$ cat src/common/dcti_pkg.sv
// package: constants and types for the dual-channel torque-inhibit monitor
package dcti_pkg;
    localparam int unsigned CLK_HZ          = 100_000_000;
    localparam int unsigned CLK_NS          = 10;
    localparam int unsigned FILTER_US       = 6000;   // low-going filter time, typical
    localparam int unsigned PULSE_MAX_US    = 2000;   // test pulses shorter than this are ignored
    localparam int unsigned TOL_MS          = 1600;   // disagreement never faults below this
    localparam int unsigned FAULT_MS        = 3000;   // disagreement always faults beyond this
    localparam int unsigned FAULT_SET_MS    = 2300;   // chosen detection point, between the two
    localparam int unsigned FILTER_CYC      = (FILTER_US * 1000) / CLK_NS;
    localparam int unsigned PULSE_MAX_CYC   = (PULSE_MAX_US * 1000) / CLK_NS;
    localparam longint unsigned FAULT_SET_CYC = (64'(FAULT_SET_MS) * 1_000_000) / CLK_NS;
    localparam longint unsigned TOL_CYC     = (64'(TOL_MS) * 1_000_000) / CLK_NS;
    localparam longint unsigned FAULT_CYC   = (64'(FAULT_MS) * 1_000_000) / CLK_NS;

    typedef enum logic [1:0] {
        DCTI_ST_RUN_OK,
        DCTI_ST_INHIBIT,
        DCTI_ST_DISAGREE,
        DCTI_ST_FAULT
    } dcti_state_t;

    typedef struct packed {
        logic run_permit;
        logic start_block;
        logic trip;
        logic fault;
    } dcti_status_t;
endpackage

$ cat src/hw/dcti_monitor.sv
// dual-channel torque-inhibit monitor top level
`timescale 1ns/10ps
`default_nettype none
//
// Overview of operation
// - both inputs low blocks motor power, refuses start, reports a trip and turns the status output on.
// - both inputs high permits running under software control with the status output off.
// - inputs in opposite states trip the drive, block starting and keep the status output off.
// - a disagreement lasting up to 1.6 s never produces a fault.
// - a disagreement lasting longer than 3.0 s always produces a fault.
// - once declared the fault latches by itself, keeps the drive tripped and the status output off.
// - only a power-up reset leaves the fault; input changes never clear it.
// - low test pulses shorter than 2 ms on either input are ignored.
// - an input going low is acted on only after it has stayed low for the filter time.
module dcti_monitor
    import dcti_pkg::*;
#(
    parameter int unsigned     FILT_CYC = FILTER_CYC,
    parameter longint unsigned DET_CYC  = FAULT_SET_CYC
) (
    input  wire logic   clk,
    input  wire logic   arst_n,
    input  wire logic   ce,
    input  wire logic   inhibit_input_a,
    input  wire logic   inhibit_input_b,
    input  wire logic   sw_run_req,
    output logic        motor_power_en,
    output logic        inhibit_status_out_pos,
    output logic        inhibit_status_out_neg,
    output dcti_status_t status
);
    localparam int unsigned TW = $clog2(DET_CYC + 1);

    // refuse settings the timer cannot serve; the full-size default must sit
    // strictly between the tolerated and the always-faulting disagreement times
    if (DET_CYC < 2) begin
        $error("detection time too short");
    end
    if (DET_CYC == FAULT_SET_CYC && (DET_CYC <= TOL_CYC || DET_CYC >= FAULT_CYC)) begin
        $error("detection time outside tolerance window");
    end
    if (FILT_CYC < 2) begin
        $error("filter time too short");
    end

    ////////////////////////////////////////////////////////////////////////////
    // channel filters
    logic a_lvl;
    logic b_lvl;

    dcti_chan_filter #(.FILT_CYC(FILT_CYC)) u_filt_a (
        .clk     (clk),
        .arst_n  (arst_n),
        .ce      (ce),
        .pin_in  (inhibit_input_a),
        .level_q (a_lvl)
    );

    dcti_chan_filter #(.FILT_CYC(FILT_CYC)) u_filt_b (
        .clk     (clk),
        .arst_n  (arst_n),
        .ce      (ce),
        .pin_in  (inhibit_input_b),
        .level_q (b_lvl)
    );

    ////////////////////////////////////////////////////////////////////////////
    // state and disagreement timer; the timer sees filtered levels only,
    // so a short test pulse never starts it
    dcti_state_t   state_q, state_d;
    logic [TW-1:0] tmr_q, tmr_d;
    logic          disagree;

    always_comb begin
        disagree = a_lvl ^ b_lvl;
        state_d  = state_q;
        tmr_d    = tmr_q;
        unique case (state_q)
            DCTI_ST_FAULT: begin
                // only arst_n (power-up) leaves this state
                state_d = DCTI_ST_FAULT;
            end
            DCTI_ST_RUN_OK, DCTI_ST_INHIBIT, DCTI_ST_DISAGREE: begin
                if (disagree) begin
                    if (tmr_q >= TW'(DET_CYC - 1)) begin
                        state_d = DCTI_ST_FAULT;
                    end else begin
                        tmr_d   = tmr_q + TW'(1);
                        state_d = DCTI_ST_DISAGREE;
                    end
                end else begin
                    tmr_d   = '0;
                    state_d = a_lvl ? DCTI_ST_RUN_OK : DCTI_ST_INHIBIT;
                end
            end
        endcase
    end

    always_ff @(posedge clk or negedge arst_n) begin
        if (!arst_n) begin
            state_q <= DCTI_ST_INHIBIT;
            tmr_q   <= '0;
        end else if (ce) begin
            state_q <= state_d;
            tmr_q   <= tmr_d;
        end
    end

    ////////////////////////////////////////////////////////////////////////////
    // outputs, registered; status output shows safe state only with both low
    // a latched fault forces the status output off even with both inputs low
    logic         pwr_q, pwr_d;
    logic         sto_q, sto_d;
    dcti_status_t stat_q, stat_d;

    always_comb begin
        sto_d              = (state_d == DCTI_ST_INHIBIT);
        pwr_d              = (state_d == DCTI_ST_RUN_OK) && sw_run_req;
        stat_d.run_permit  = (state_d == DCTI_ST_RUN_OK);
        stat_d.start_block = (state_d != DCTI_ST_RUN_OK);
        stat_d.trip        = (state_d != DCTI_ST_RUN_OK);
        stat_d.fault       = (state_d == DCTI_ST_FAULT);
    end

    always_ff @(posedge clk or negedge arst_n) begin
        if (!arst_n) begin
            pwr_q  <= 1'b0;
            sto_q  <= 1'b0;
            stat_q <= '{run_permit: 1'b0, start_block: 1'b1, trip: 1'b1, fault: 1'b0};
        end else if (ce) begin
            pwr_q  <= pwr_d;
            sto_q  <= sto_d;
            stat_q <= stat_d;
        end
    end

    assign motor_power_en         = pwr_q;
    assign inhibit_status_out_pos = sto_q;
    assign inhibit_status_out_neg = !sto_q;
    assign status                 = stat_q;
endmodule
`default_nettype wire

$ cat src/hw/dcti_chan_filter.sv
// one safety input channel: synchroniser and low-going filter
`timescale 1ns/10ps
`default_nettype none
module dcti_chan_filter
    import dcti_pkg::*;
#(
    parameter int unsigned FILT_CYC = FILTER_CYC
) (
    input  wire logic clk,
    input  wire logic arst_n,
    input  wire logic ce,
    input  wire logic pin_in,
    output logic      level_q
);
    localparam int unsigned CW = $clog2(FILT_CYC + 1);

    // below two samples the counter cannot tell a pulse from a level
    if (FILT_CYC < 2) begin
        $error("filter too short");
    end

    logic [2:0]    sync_q, sync_d;
    logic [CW-1:0] cnt_q, cnt_d;
    logic          level_d;
    logic          stable_lvl;
    logic          agree;

    always_comb begin
        sync_d     = {sync_q[1:0], pin_in};
        agree      = sync_q[1] == sync_q[2];
        stable_lvl = sync_q[2];
        cnt_d      = cnt_q;
        level_d    = level_q;
        if (agree && !stable_lvl) begin
            // low must persist the full time; short test pulses die here
            if (cnt_q >= CW'(FILT_CYC - 1)) begin
                level_d = 1'b0;
            end else begin
                cnt_d = cnt_q + CW'(1);
            end
        end else if (agree) begin
            cnt_d   = '0;
            level_d = 1'b1;
        end
    end

    always_ff @(posedge clk or negedge arst_n) begin
        if (!arst_n) begin
            sync_q  <= 3'h0;
            cnt_q   <= '0;
            level_q <= 1'b0;
        end else if (ce) begin
            sync_q  <= sync_d;
            cnt_q   <= cnt_d;
            level_q <= level_d;
        end
    end
endmodule
`default_nettype wire

$ cat config.mk
export PLATFORM = sky130hd
export DESIGN_NAME = dcti_monitor
export DESIGN_NICKNAME = d
export VERILOG_FILES = /design/src/common/dcti_pkg.sv /design/src/hw/dcti_monitor.sv /design/src/hw/dcti_chan_filter.sv
export SDC_FILE = /design/constraint.sdc
export NUM_CORES = 1
export LEC_CHECK = 0
export BUFFER_PORTS_ARGS = -buffer_cell sky130_fd_sc_hd__buf_4
export CAP_MARGIN = 20
export CORE_MARGIN = 10
export CORE_UTILIZATION = 67
export CTS_BUF_LIST = sky130_fd_sc_hd__clkbuf_4
export CTS_CLUSTER_DIAMETER = 50
export DETAILED_ROUTE_END_ITERATION = 12
export GPL_TIMING_DRIVEN = 0
export PLACE_DENSITY = 0.94
export SKIP_LAST_GASP = 1
export SYNTH_ARGS = -nofsm -noshare
export SYNTH_HDL_FRONTEND = slang
export SYNTH_SLANG_ARGS = --single-unit
export TNS_END_PERCENT = 10
$ cat constraint.sdc
create_clock -name clk -period 4.3 [get_ports clk]
set_input_delay 0.215 -clock clk [delete_from_list [all_inputs] [get_ports clk]]
set_output_delay 0.215 -clock clk [all_outputs]
set_load 0.03 [all_outputs]
==> flow_summary.yaml, run 1 <==
layout:
  syn_to_final_growth_pct: 8.62
  n_fill_cell: 426
  utilization_pct: 75.8
  drive_gt1_share_pct: 9.27
  n_antenna_cell: 0
  num-nets-final: 524
power_and_ir_drop:
  ir_drop_uv: 215
  powerDensity_nw_per_um2: 304
  p_total_w: 0.00147
  p_leak_nw: 2.00
route:
  drt_iter0_drc: 292
  wirelength_um: 9990
  firstDrtPassIters: 5
  vias: 3948
  vias_per_cell: 6.64
  routedWlPerCell_um: 16.8
  drtAntennaViolNets: 0
  drc: 0
critical_path:
  cp.arrival_ns: 3.08
  end_kind: "flop"
  path_class: "flop to flop"
  cp-start-kind: "flop"
  path_cells: "or3_1, or4b_1, nor3_1, o21a_1, buf_2, o21ai_0, a21oi_1"
  cp_max_fo: 10
  slowest_delay_ns: 0.56
  path_buf_inv: 1
  required_ns: 4.65
  cp_top_family: "simple AND/OR/NAND/NOR gates"
  cp_slowest_cell: "or4b_1"
sta:
  hold_viol: 0
  drv_slew: 0
  fin_crit_sh_pct: 63.5
  fin_crit_ns: 2.73
  setup_slack_ns: 1.57
  fmax_mhz: 366
  finalSetupViolations: 0
  setup_tns_ns: 0
  rsz0062_at_grt: "false"
  slew_headroom_pct: 44.1
  holdWs_ns: 0.200
  tightestPinTransition_ns: 0.831
  finClkSkew_ns: 0.0254
floorplanning:
  ioPinCount: 13
  start_util_pct: 69.7
  rows: 29
  fp.dieW_um: 102
  core_area_um2: 6390
  dieHeight_um: 102
  dieArea_um2: 10300
placement:
  dp.final_hpwl_um: 6920
  post-place-ws_ns: 1.72
  io_buffers: 12
  gp_congestion: 0.923
synthesis:
  ys_seq_elements: 83
  synthFlopType: "dfrtp_1"
  yosysTopAreaCellShare_pct: 45.5
  syn-instance-count: 485
  synth_area_um2: 4450
  synth_cell_types: 62
  synth_commonest_cells: "dfrtp_1, nand2_1, nor2_1"
  ys_async_sr_fraction_pct: 100
  synthTopCellsByArea: "dfrtp_1, o21ai_0, nand2_1, nor2_1, xor2_1"
  yosysWarnings: 0
  syn-num-nets: 496
  synth_most_common_cell: "dfrtp_1"
  synth_top_area_cell: "dfrtp_1"
  yosysSeqAreaShare_pct: 46.7
  post_synth.cell_area_avg_um2: 9.18
  synth_enable_flop_cells: 0
cts:
  cts_tree: "done"
  clockBufferDepth: 2
  cts_resized: 0
  clkSlewWorstSetupHoldPaths_ns: 0.13
  root_buffer: "clkbuf_4"
  numCtsBuffers: 9
  cts_post_setup_buffers_inserted: 0
  clock_latency_ns: 0.43
  htreeDepth: 3
  cts.sinks: 83
worst_hold_path:
  hp-class: "input port to flop"
grt:
  track_usage_pct: 19.8
  grt_pass1_vias: 3658
  antenna_found_initial: 0
  grt_pass1_wl_um: 17000
  grt_overflow_total: 0
  grt_max_degree: 84
run_status:
  status: "finished clean"
flow_run:
  max_cap_violations: 0
[cell usage in the layout, fill, tap and decap left out, types with 3 or more instances in the layout]
cell type and instances:
buf_2 4, o21a_1 5, o211ai_1 6, a31o_1 3
or3_1 21, clkinv_2 3, a211o_1 3, clkbuf_1 11
and2_1 3, inv_1 17, ha_1 5, a211oi_1 3
nand4_1 22, nor4_1 8, xor2_1 18, a21oi_1 27
clkbuf_4 10, dlygate4sd3_1 4, o21ai_0 39, o31ai_1 9
nor3_1 9, and4_1 4, a21o_1 3, buf_4 13
or4_1 4, a31oi_1 4, nand3_1 20, nand2_1 49
mux2i_1 3, nor2_1 45, and3_1 12, dfrtp_1 81
xnor2_1 5
[sequential cells by signal (all words and copies together) (netlist names)]
signal and count:
tmr_q 28, state_q 2, u_filt_a.sync_q 3, u_filt_a.cnt_q 20
motor_power_en 1, status 3, u_filt_a.level_q 1, u_filt_b.level_q 1
u_filt_b.cnt_q 20, inhibit_status_out_pos 1, u_filt_b.sync_q 3
[per-stage QoR]
step | cells | cell area (µm²)
after global placement | 574 | 4640
after detailed placement | 574 | 4640
after CTS | 594 | 4820
after floorplan | 485 | 4450
final | 595 | 4840
after global routing | 595 | 4840
[logic make-up (layout without fill, tap and decap cells)]
logic type / Yosys count / after routing / synth area share [%]
AO/OA/AOI/OAI: 124 / 124 / 18.6
XOR/XNOR: 23 / 23 / 4.52
adder cells (fa/ha/maj): 6 / 6 / 1.63
buffers and inverters: 34 / 67 / 3.06
flip-flops: 83 / 83 / 46.7
multiplexers: 5 / 5 / 1.18
AND/OR/NAND/NOR: 210 / 210 / 24.3
[metal layers]
| layer | global-route usage [%] | share of wire (%) |
|---|---|---|
| met1 | 25.2 | 44 |
| met2 | 32.5 | 49 |
| met3 | 4.36 | 5.1 |
| met4 | 7.29 | 2.1 |
| met5 | 0 | 0 |
[worst reg2reg max path, cell delays in order, from the launching register on]
cell	delay (ns)
dfrtp_1	0.43
or3_1	0.43
or4b_1	0.56
nor3_1	0.45
o21a_1	0.26
buf_2	0.26
o21ai_0	0.12
a21oi_1	0.15
[repair_timing]
action | 4_1_cts | 5_1_grt
endpoints found under the setup margin | 0 | 0
hold endpoints to repair | 78 | 0
hold buffers | 4 | 0
[where the power goes]
| group | total, W | internal [W] | switching [W] |
|---|---|---|---|
| Sequential | 0.000840 | 0.000810 | 0.0000305 |
| Combinational | 0.000173 | 0.0000565 | 0.000116 |
| Clock | 0.000460 | 0.000185 | 0.000275 |
| Total | 0.00147 | 0.00105 | 0.000421 |
[area by class of cell]
cell class                      count  area, µm²  area share [%]
Multi-Input combinational cell    368       2240            46.3
Clock buffer                       10       75.1            1.55
Sequential cell                    83       2080            43.0
Timing Repair Buffer               17        150            3.10
Tap cell                           77       96.3            1.99
Clock inverter                      6       62.6            1.29
Inverter                           17       63.8            1.32
Buffer                             17       72.6            1.50
[worst paths after layout]
| path | startpoint | to | slack, ns | cells after the start |
|---|---|---|---|---|
| worst max-delay path | tmr_q[14]$_DFFE_PN0P_ | tmr_q[21]$_DFFE_PN0P_ | 1.57 | 7 |
| worst min-delay path | ce | state_q[0]$_DFFE_PN1P_ | 0.20 | 3 |
| worst max register to register | tmr_q[14]$_DFFE_PN0P_ | tmr_q[21]$_DFFE_PN0P_ | 1.57 | 7 |
| worst min register to register | tmr_q[27]$_DFFE_PN0P_ | tmr_q[27]$_DFFE_PN0P_ | 0.50 | 2 |
| max in group asynchronous | arst_n | status[1]$_DFFE_PN1P_ | 3.37 | 3 |
| min in group asynchronous | arst_n | tmr_q[16]$_DFFE_PN0P_ | 0.26 | 2 |
(Power assumes the default switching activity.)
==> inputs of run 2 (changes only) <==
--- a/config.mk
+++ b/config.mk
@@ -8,12 +8,12 @@
 export BUFFER_PORTS_ARGS = -buffer_cell sky130_fd_sc_hd__buf_4
 export CAP_MARGIN = 20
 export CORE_MARGIN = 10
-export CORE_UTILIZATION = 67
+export CORE_UTILIZATION = 65
 export CTS_BUF_LIST = sky130_fd_sc_hd__clkbuf_4
 export CTS_CLUSTER_DIAMETER = 50
 export DETAILED_ROUTE_END_ITERATION = 12
 export GPL_TIMING_DRIVEN = 0
-export PLACE_DENSITY = 0.94
+export PLACE_DENSITY = 0.92
 export SKIP_LAST_GASP = 1
 export SYNTH_ARGS = -nofsm -noshare
 export SYNTH_HDL_FRONTEND = slang
==> constraint.sdc (replaced) <==
create_clock -name clk -period 2.8 [get_ports clk]
set_input_delay 0.14 -clock clk [delete_from_list [all_inputs] [get_ports clk]]
set_output_delay 0.14 -clock clk [all_outputs]
set_load 0.03 [all_outputs]
==> run 2 against run 1 <==
  * Register-to-register slack got worse by 1.4 ns
  * Combinational power increased by 57%
  * Clock skew decreased by 0.0075 ns
  * Maximum frequency grew 2.9%
  * Utilization is 3.3 points lower
  * Critical endpoint is now tmr_q[4]$_DFFE_PN0P_
  * Global-route usage is 0.86 points higher
  * Critical path type unchanged
==> flow_summary.yaml, run 2 (same netlist as run 1, synthesis figures left out) <==
placement:
  post-place-ws_ns: 0.238
  gp_congestion: 0.904
  io_buffers: 12
  dp.final_hpwl_um: 6900
critical_path:
  slowest_delay_ns: 0.54
  path_class: "flop to flop"
  r2r_slack_ns: 0.15
  r2r_start: "tmr_q[14]$_DFFE_PN0P_"
  cp_max_fo: 10
  cp.arrival_ns: 3.03
  end_kind: "flop"
  path_cells: "or3_1, or4b_1, nor3_1, o21a_1, buf_2, o21ai_0, a21oi_1"
  cp-start-kind: "flop"
  timing.rr.end: "tmr_q[4]$_DFFE_PN0P_"
  r2r_cells: 7
  required_ns: 3.18
  cp_slowest_cell: "or4b_1"
floorplanning:
  rows: 30
  dieArea_um2: 10600
  dieHeight_um: 103
  fp.dieW_um: 103
  ioPinCount: 13
  core_area_um2: 6720
  start_util_pct: 66.3
sta:
  finClkSkew_ns: 0.0179
  setup_slack_ns: 0.148
  fin_crit_ns: 2.65
  finalSetupViolations: 0
  hold_viol: 0
  tightestPinTransition_ns: 0.841
  slew_headroom_pct: 43.4
  holdWs_ns: 0.0315
  rsz0062_at_grt: "true"
  setup_tns_ns: 0
  drv_slew: 0
  fin_crit_sh_pct: 94.7
  fmax_mhz: 377
route:
  drtAntennaViolNets: 0
  drt_iter0_drc: 214
  route.top_layer_used: "met4"
  firstDrtPassIters: 6
  drt-met1-wl_um: 4420
  drc: 0
  vias: 3966
  met3_wirelength_um: 579
  wl_met2_um: 5110
  vias_per_cell: 6.63
  routedWlPerCell_um: 17.2
  wirelength_um: 10300
grt:
  grt_overflow_total: 0
  track_usage_pct: 20.7
  grt_pass1_wl_um: 17700
  grt_max_degree: 84
  grt_pass1_vias: 3837
  antenna_found_initial: 0
layout:
  largest_register_ffs: 28
  num-nets-final: 524
  n_fill_cell: 459
  syn_to_final_growth_pct: 9.27
  regMostFlops: "tmr_q"
  top_regs: "tmr_q: 28 flops, u_filt_a.cnt_q: 20 flops, u_filt_b.cnt_q: 20 flops"
  final_common_cell: "dfrtp_1"
  layout_common_cells: "dfrtp_1, nand2_1, nor2_1"
  drive_gt1_share_pct: 9.27
  n_antenna_cell: 0
cts:
  clkSlewWorstSetupHoldPaths_ns: 0.14
  root_buffer: "clkbuf_4"
  cts.sinks: 83
  cts_tree: "done"
  clockBufferDepth: 2
  htreeDepth: 3
  numCtsBuffers: 9
  clock_latency_ns: 0.47
power_and_ir_drop:
  p_leak_nw: 1.99
  ir_drop_uv: 261
  powerDensity_nw_per_um2: 472
flow_run:
  max_cap_violations: 0
worst_hold_path:
  hp-class: "input port to async pin"
run_status:
  status: "finished clean"
## run 2: changes by cell type in the layout (fill, tap and decap cells not counted), sizes merged
cell,change
clkbuf,-1
clkinv,-1
clkinvlp,+2
## run 2: final cells by class
class | instances | area [µm²] | area share (%)
Timing Repair Buffer | 17 | 158 | 3.24
Tap cell | 80 | 100 | 2.06
Buffer | 17 | 72.6 | 1.49
Multi-Input combinational cell | 368 | 2250 | 46.2
Inverter | 17 | 63.8 | 1.31
Sequential cell | 83 | 2080 | 42.7
Clock buffer | 9 | 67.6 | 1.39
Clock inverter | 7 | 76.3 | 1.57
## run 2: critical path, delay by kind of cell, from the launching register on
kind	cells	cell delay (ns)
AOI/OAI and AO/OA	3	0.54
and+or+nand+nor	3	1.36
buffers and inverters	1	0.25
DFF	1	0.43
## run 2: repair_timing
item	CTS	global route
setup endpoints to repair	0	2
gates resized for setup	0	1
hold buffers	4	0
buffers inserted	0	0
hold endpoints to repair	84	0
## run 2: routing by layer
layer | global-route usage (%) | up-vias
met1 | 26.0 | 1952
met2 | 34.4 | 151
met3 | 3.55 | 19
li1 | - | 1844
met5 | 0 | -
met4 | 9.09 | 0
## run 2: worst max path at each step
stage	start	to	slack (ns)	cells past startpoint
after floorplan	u_filt_a.cnt_q[17]$_DFFE_PN0P_	u_filt_a.cnt_q[15]$_DFFE_PN0P_	0.45	6
after global placement	u_filt_a.cnt_q[14]$_DFFE_PN0P_	u_filt_a.cnt_q[15]$_DFFE_PN0P_	0.29	6
after detailed placement	tmr_q[14]$_DFFE_PN0P_	tmr_q[13]$_DFFE_PN0P_	0.24	7
after CTS	tmr_q[14]$_DFFE_PN0P_	tmr_q[13]$_DFFE_PN0P_	0.18	7
after global routing	tmr_q[14]$_DFFE_PN0P_	tmr_q[4]$_DFFE_PN0P_	-0.02	7
final	tmr_q[14]$_DFFE_PN0P_	tmr_q[4]$_DFFE_PN0P_	0.15	7
## run 2: where the power goes
group | total, W | internal [W] | leakage (nW) | switching (W)
combinational | 0.000271 | 0.0000879 | 0.800 | 0.000184
clock | 0.000736 | 0.000278 | 0.0729 | 0.000458
sequential | 0.00129 | 0.00124 | 1.12 | 0.0000475
total | 0.00230 | 0.00161 | 1.99 | 0.000689
## run 2: per-stage QoR
step / util (%) / std cells / total power, W / cell area (µm²)
6_report: 72.4 / 598 / 0.00230 / 4870
5_1_grt: 72.4 / 598 / 0.00240 / 4870
4_1_cts: 71.9 / 597 / 0.00229 / 4830
3_5_place_dp: 69.1 / 577 / 0.00157 / 4640
3_3_place_gp: 69.1 / 577 / 0.00155 / 4640
2_1_floorplan: - / 485 / 0.00147 / 4450
==> inputs of run 3 (changes only) <==
--- a/config.mk
+++ b/config.mk
@@ -5,6 +5,7 @@
 export SDC_FILE = /design/constraint.sdc
 export NUM_CORES = 1
 export LEC_CHECK = 0
+export ABC_AREA = 1
 export BUFFER_PORTS_ARGS = -buffer_cell sky130_fd_sc_hd__buf_4
 export CAP_MARGIN = 20
 export CORE_MARGIN = 10
@@ -13,7 +14,7 @@
 export CTS_CLUSTER_DIAMETER = 50
 export DETAILED_ROUTE_END_ITERATION = 12
 export GPL_TIMING_DRIVEN = 0
-export PLACE_DENSITY = 0.92
+export PLACE_DENSITY_LB_ADDON = 0.15
 export SKIP_LAST_GASP = 1
 export SYNTH_ARGS = -nofsm -noshare
 export SYNTH_HDL_FRONTEND = slang
==> run 3 against run 2 <==
  * Count of clock-buffer cells in the layout did not move
  * Highest routed layer unchanged
  * Clock power down 5.2%
  * Clock skew is 0.0030 ns lower
  * Sequential power about the same
  * Worst setup slack improved by 0.63 ns
  * Largest power group unchanged
  * Synthesized cell count increased by 85%
  * Critical endpoint is now u_filt_b.cnt_q[14]$_DFFE_PN0P_
  * Non-clock buffer count up 10
  * Global-route usage up 1.4 points
  * Largest cell class unchanged
==> flow_summary.yaml, run 3 <==
power_and_ir_drop:
  switchingPower_w: 0.000736
  p_comb_share_pct: 15.2
  internal_power_w: 0.00163
  p_leak_nw: 2.82
  p_total_w: 0.00236
  powerDensity_nw_per_um2: 388
  ir_drop_uv: 355
  seq_power_share_pct: 55.3
  p_sw_share_pct: 31.1
  clkPwrFrac_pct: 29.5
cts:
  cts_tree: "done"
  htreeDepth: 3
  root_buffer: "clkbuf_4"
  clockBufferDepth: 2
  clock_latency_ns: 0.43
  cts_resized: 0
  numCtsBuffers: 9
  cts.sinks: 83
  ctsHoldBuffers: 4
  cts_post_setup_buffers_inserted: 0
  clkSlewWorstSetupHoldPaths_ns: 0.13
route:
  routedWlPerCell_um: 13.4
  vias: 5641
  drtAntennaViolNets: 0
  drc: 0
  firstDrtPassIters: 5
  vias_per_cell: 5.44
  drt_iter0_drc: 470
  wirelength_um: 13900
synthesis:
  synth_area_um2: 5680
  synth_most_common_cell: "nand2_1"
  ys_async_sr_fraction_pct: 100
  yosysTopAreaCellShare_pct: 35.7
  syn-num-nets: 908
  ys_seq_elements: 83
  synth_top_area_cell: "dfrtp_1"
  syn-instance-count: 897
  synth_enable_flop_cells: 0
  synth_cell_types: 30
  synthFlopType: "dfrtp_1"
  yosysWarnings: 0
  synth_commonest_cells: "nand2_1, nor2_1, nand3_1"
  post_synth.cell_area_avg_um2: 6.33
  yosysSeqAreaShare_pct: 36.6
  synthTopCellsByArea: "dfrtp_1, nand2_1, nor2_1, nand3_1, inv_1"
floorplanning:
  ioPinCount: 13
  fp.dieW_um: 113
  dieHeight_um: 113
  start_util_pct: 66.1
  rows: 34
  dieArea_um2: 12900
  core_area_um2: 8590
worst_hold_path:
  whs_path_depth: 2
  hp-class: "input port to flop"
placement:
  dp.final_hpwl_um: 10100
  gp_congestion: 0.994
  io_buffers: 11
grt:
  grt_pass1_vias: 5374
  track_usage_pct: 22.1
  grt_util_met2_pct: 36.5
  grt_max_degree: 84
  busiest_layer: "met2"
  grt_overflow_total: 0
  use_met1_pct: 27.6
  grt_pass1_wl_um: 24100
  antenna_found_initial: 0
  grt_use_met3_pct: 3.99
sta:
  slew_headroom_pct: 65.8
  finalSetupViolations: 0
  rsz0062_at_grt: "false"
  fmax_mhz: 495
  hold_viol: 0
  fin_crit_sh_pct: 72.1
  finClkSkew_ns: 0.0149
  tightestPinTransition_ns: 0.513
  setup_tns_ns: 0
  fin_crit_ns: 2.02
  drv_slew: 0
critical_path:
  cp-start-kind: "flop"
  path_class: "flop to flop"
  end_kind: "flop"
  required_ns: 3.18
  r2r_cells: 8
  cp_max_fo: 7
  cp.arrival_ns: 2.39
layout:
  layout_common_cells: "nand2_1, nor2_1, nand3_1"
  final_common_cell: "nand2_1"
  utilization_pct: 71.0
  num-nets-final: 935
  largest_register_ffs: 28
  n_fill_cell: 759
  top_regs: "tmr_q: 28 flops, u_filt_a.cnt_q: 20 flops, u_filt_b.cnt_q: 20 flops"
  drive_gt1_share_pct: 6.67
  n_antenna_cell: 0
  syn_to_final_growth_pct: 7.42
  regMostFlops: "tmr_q"
flow_run:
  max_cap_violations: 0
run_status:
  status: "finished clean"
-- run 3: area by class of cell --
cell class / instances / area [µm²] / area share, %
multi-input combinational: 718 / 3190 / 52.2
timing repair buffer: 16 / 150 / 2.46
sequential: 83 / 2080 / 34.1
tap: 108 / 135 / 2.21
clock inverter: 7 / 68.8 / 1.13
buffer: 28 / 158 / 2.58
inverter: 68 / 255 / 4.18
clock buffer: 9 / 67.6 / 1.11
-- run 3: final timing paths --
| check | start | end | slack [ns] |
|---|---|---|---|
| worst max-delay path | u_filt_b.cnt_q[0]$_DFFE_PN0P_ | u_filt_b.cnt_q[14]$_DFFE_PN0P_ | 0.78 |
| worst min-delay path | ce | u_filt_b.sync_q[1]$_DFFE_PN0P_ | 0.02 |
| min in group asynchronous | arst_n | tmr_q[12]$_DFFE_PN0P_ | 0.12 |
| max in group asynchronous | arst_n | status[1]$_DFFE_PN1P_ | 2.01 |
| worst min register to register | u_filt_a.sync_q[0]$_DFFE_PN0P_ | u_filt_a.sync_q[0]$_DFFE_PN0P_ | 0.49 |
| worst max register to register | u_filt_b.cnt_q[0]$_DFFE_PN0P_ | u_filt_b.cnt_q[14]$_DFFE_PN0P_ | 0.78 |
-- run 3: kinds of logic after synthesis --
kind of cell,count (synthesis),synth area share (%)
flops,83,36.6
compound gates,19,1.87
xor+xnor,35,5.40
fa+ha+maj,5,1.10
simple gates,659,47.8
buf+inv,96,7.27
-- run 3: through the flow --
stage          hold WS [ns]  cells  setup WS (ns)  instance area, µm²
2_1_floorplan        -0.156    897           1.22                5680
3_3_place_gp          0.344   1016          0.890                5900
3_5_place_dp          0.349   1016          0.868                5900
4_1_cts             0.00473   1036          0.847                6070
5_1_grt              0.0359   1037          0.603                6100
6_report             0.0169   1037          0.781                6100
-- run 3: critical path, stage by stage, from the launching register on --
cell and delay, ns:
dfrtp_1 0.51, ha_1 0.33, inv_1 0.12, nor3_1 0.42, nand3_1 0.18, xor2_1 0.17, nor2_1 0.10, nand2_1 0.08
nand2_1 0.06
-- run 3: power groups by stage --
stage	sequential [W]	combinational (W)	clock, W
6_report	0.00131	0.000360	0.000698
5_1_grt	0.00132	0.000409	0.000764
4_1_cts	0.00131	0.000356	0.000723
3_5_place_dp	0.00133	0.000349	0
3_3_place_gp	0.00133	0.000336	0
2_1_floorplan	0.00132	0.000236	0
-- run 3: layer usage --
metal | share of wire, % | wire length [µm]
met1 | 45 | 6250
met2 | 46 | 6400
met3 | 5.1 | 705
met4 | 4.0 | 562
met5 | 0 | 0
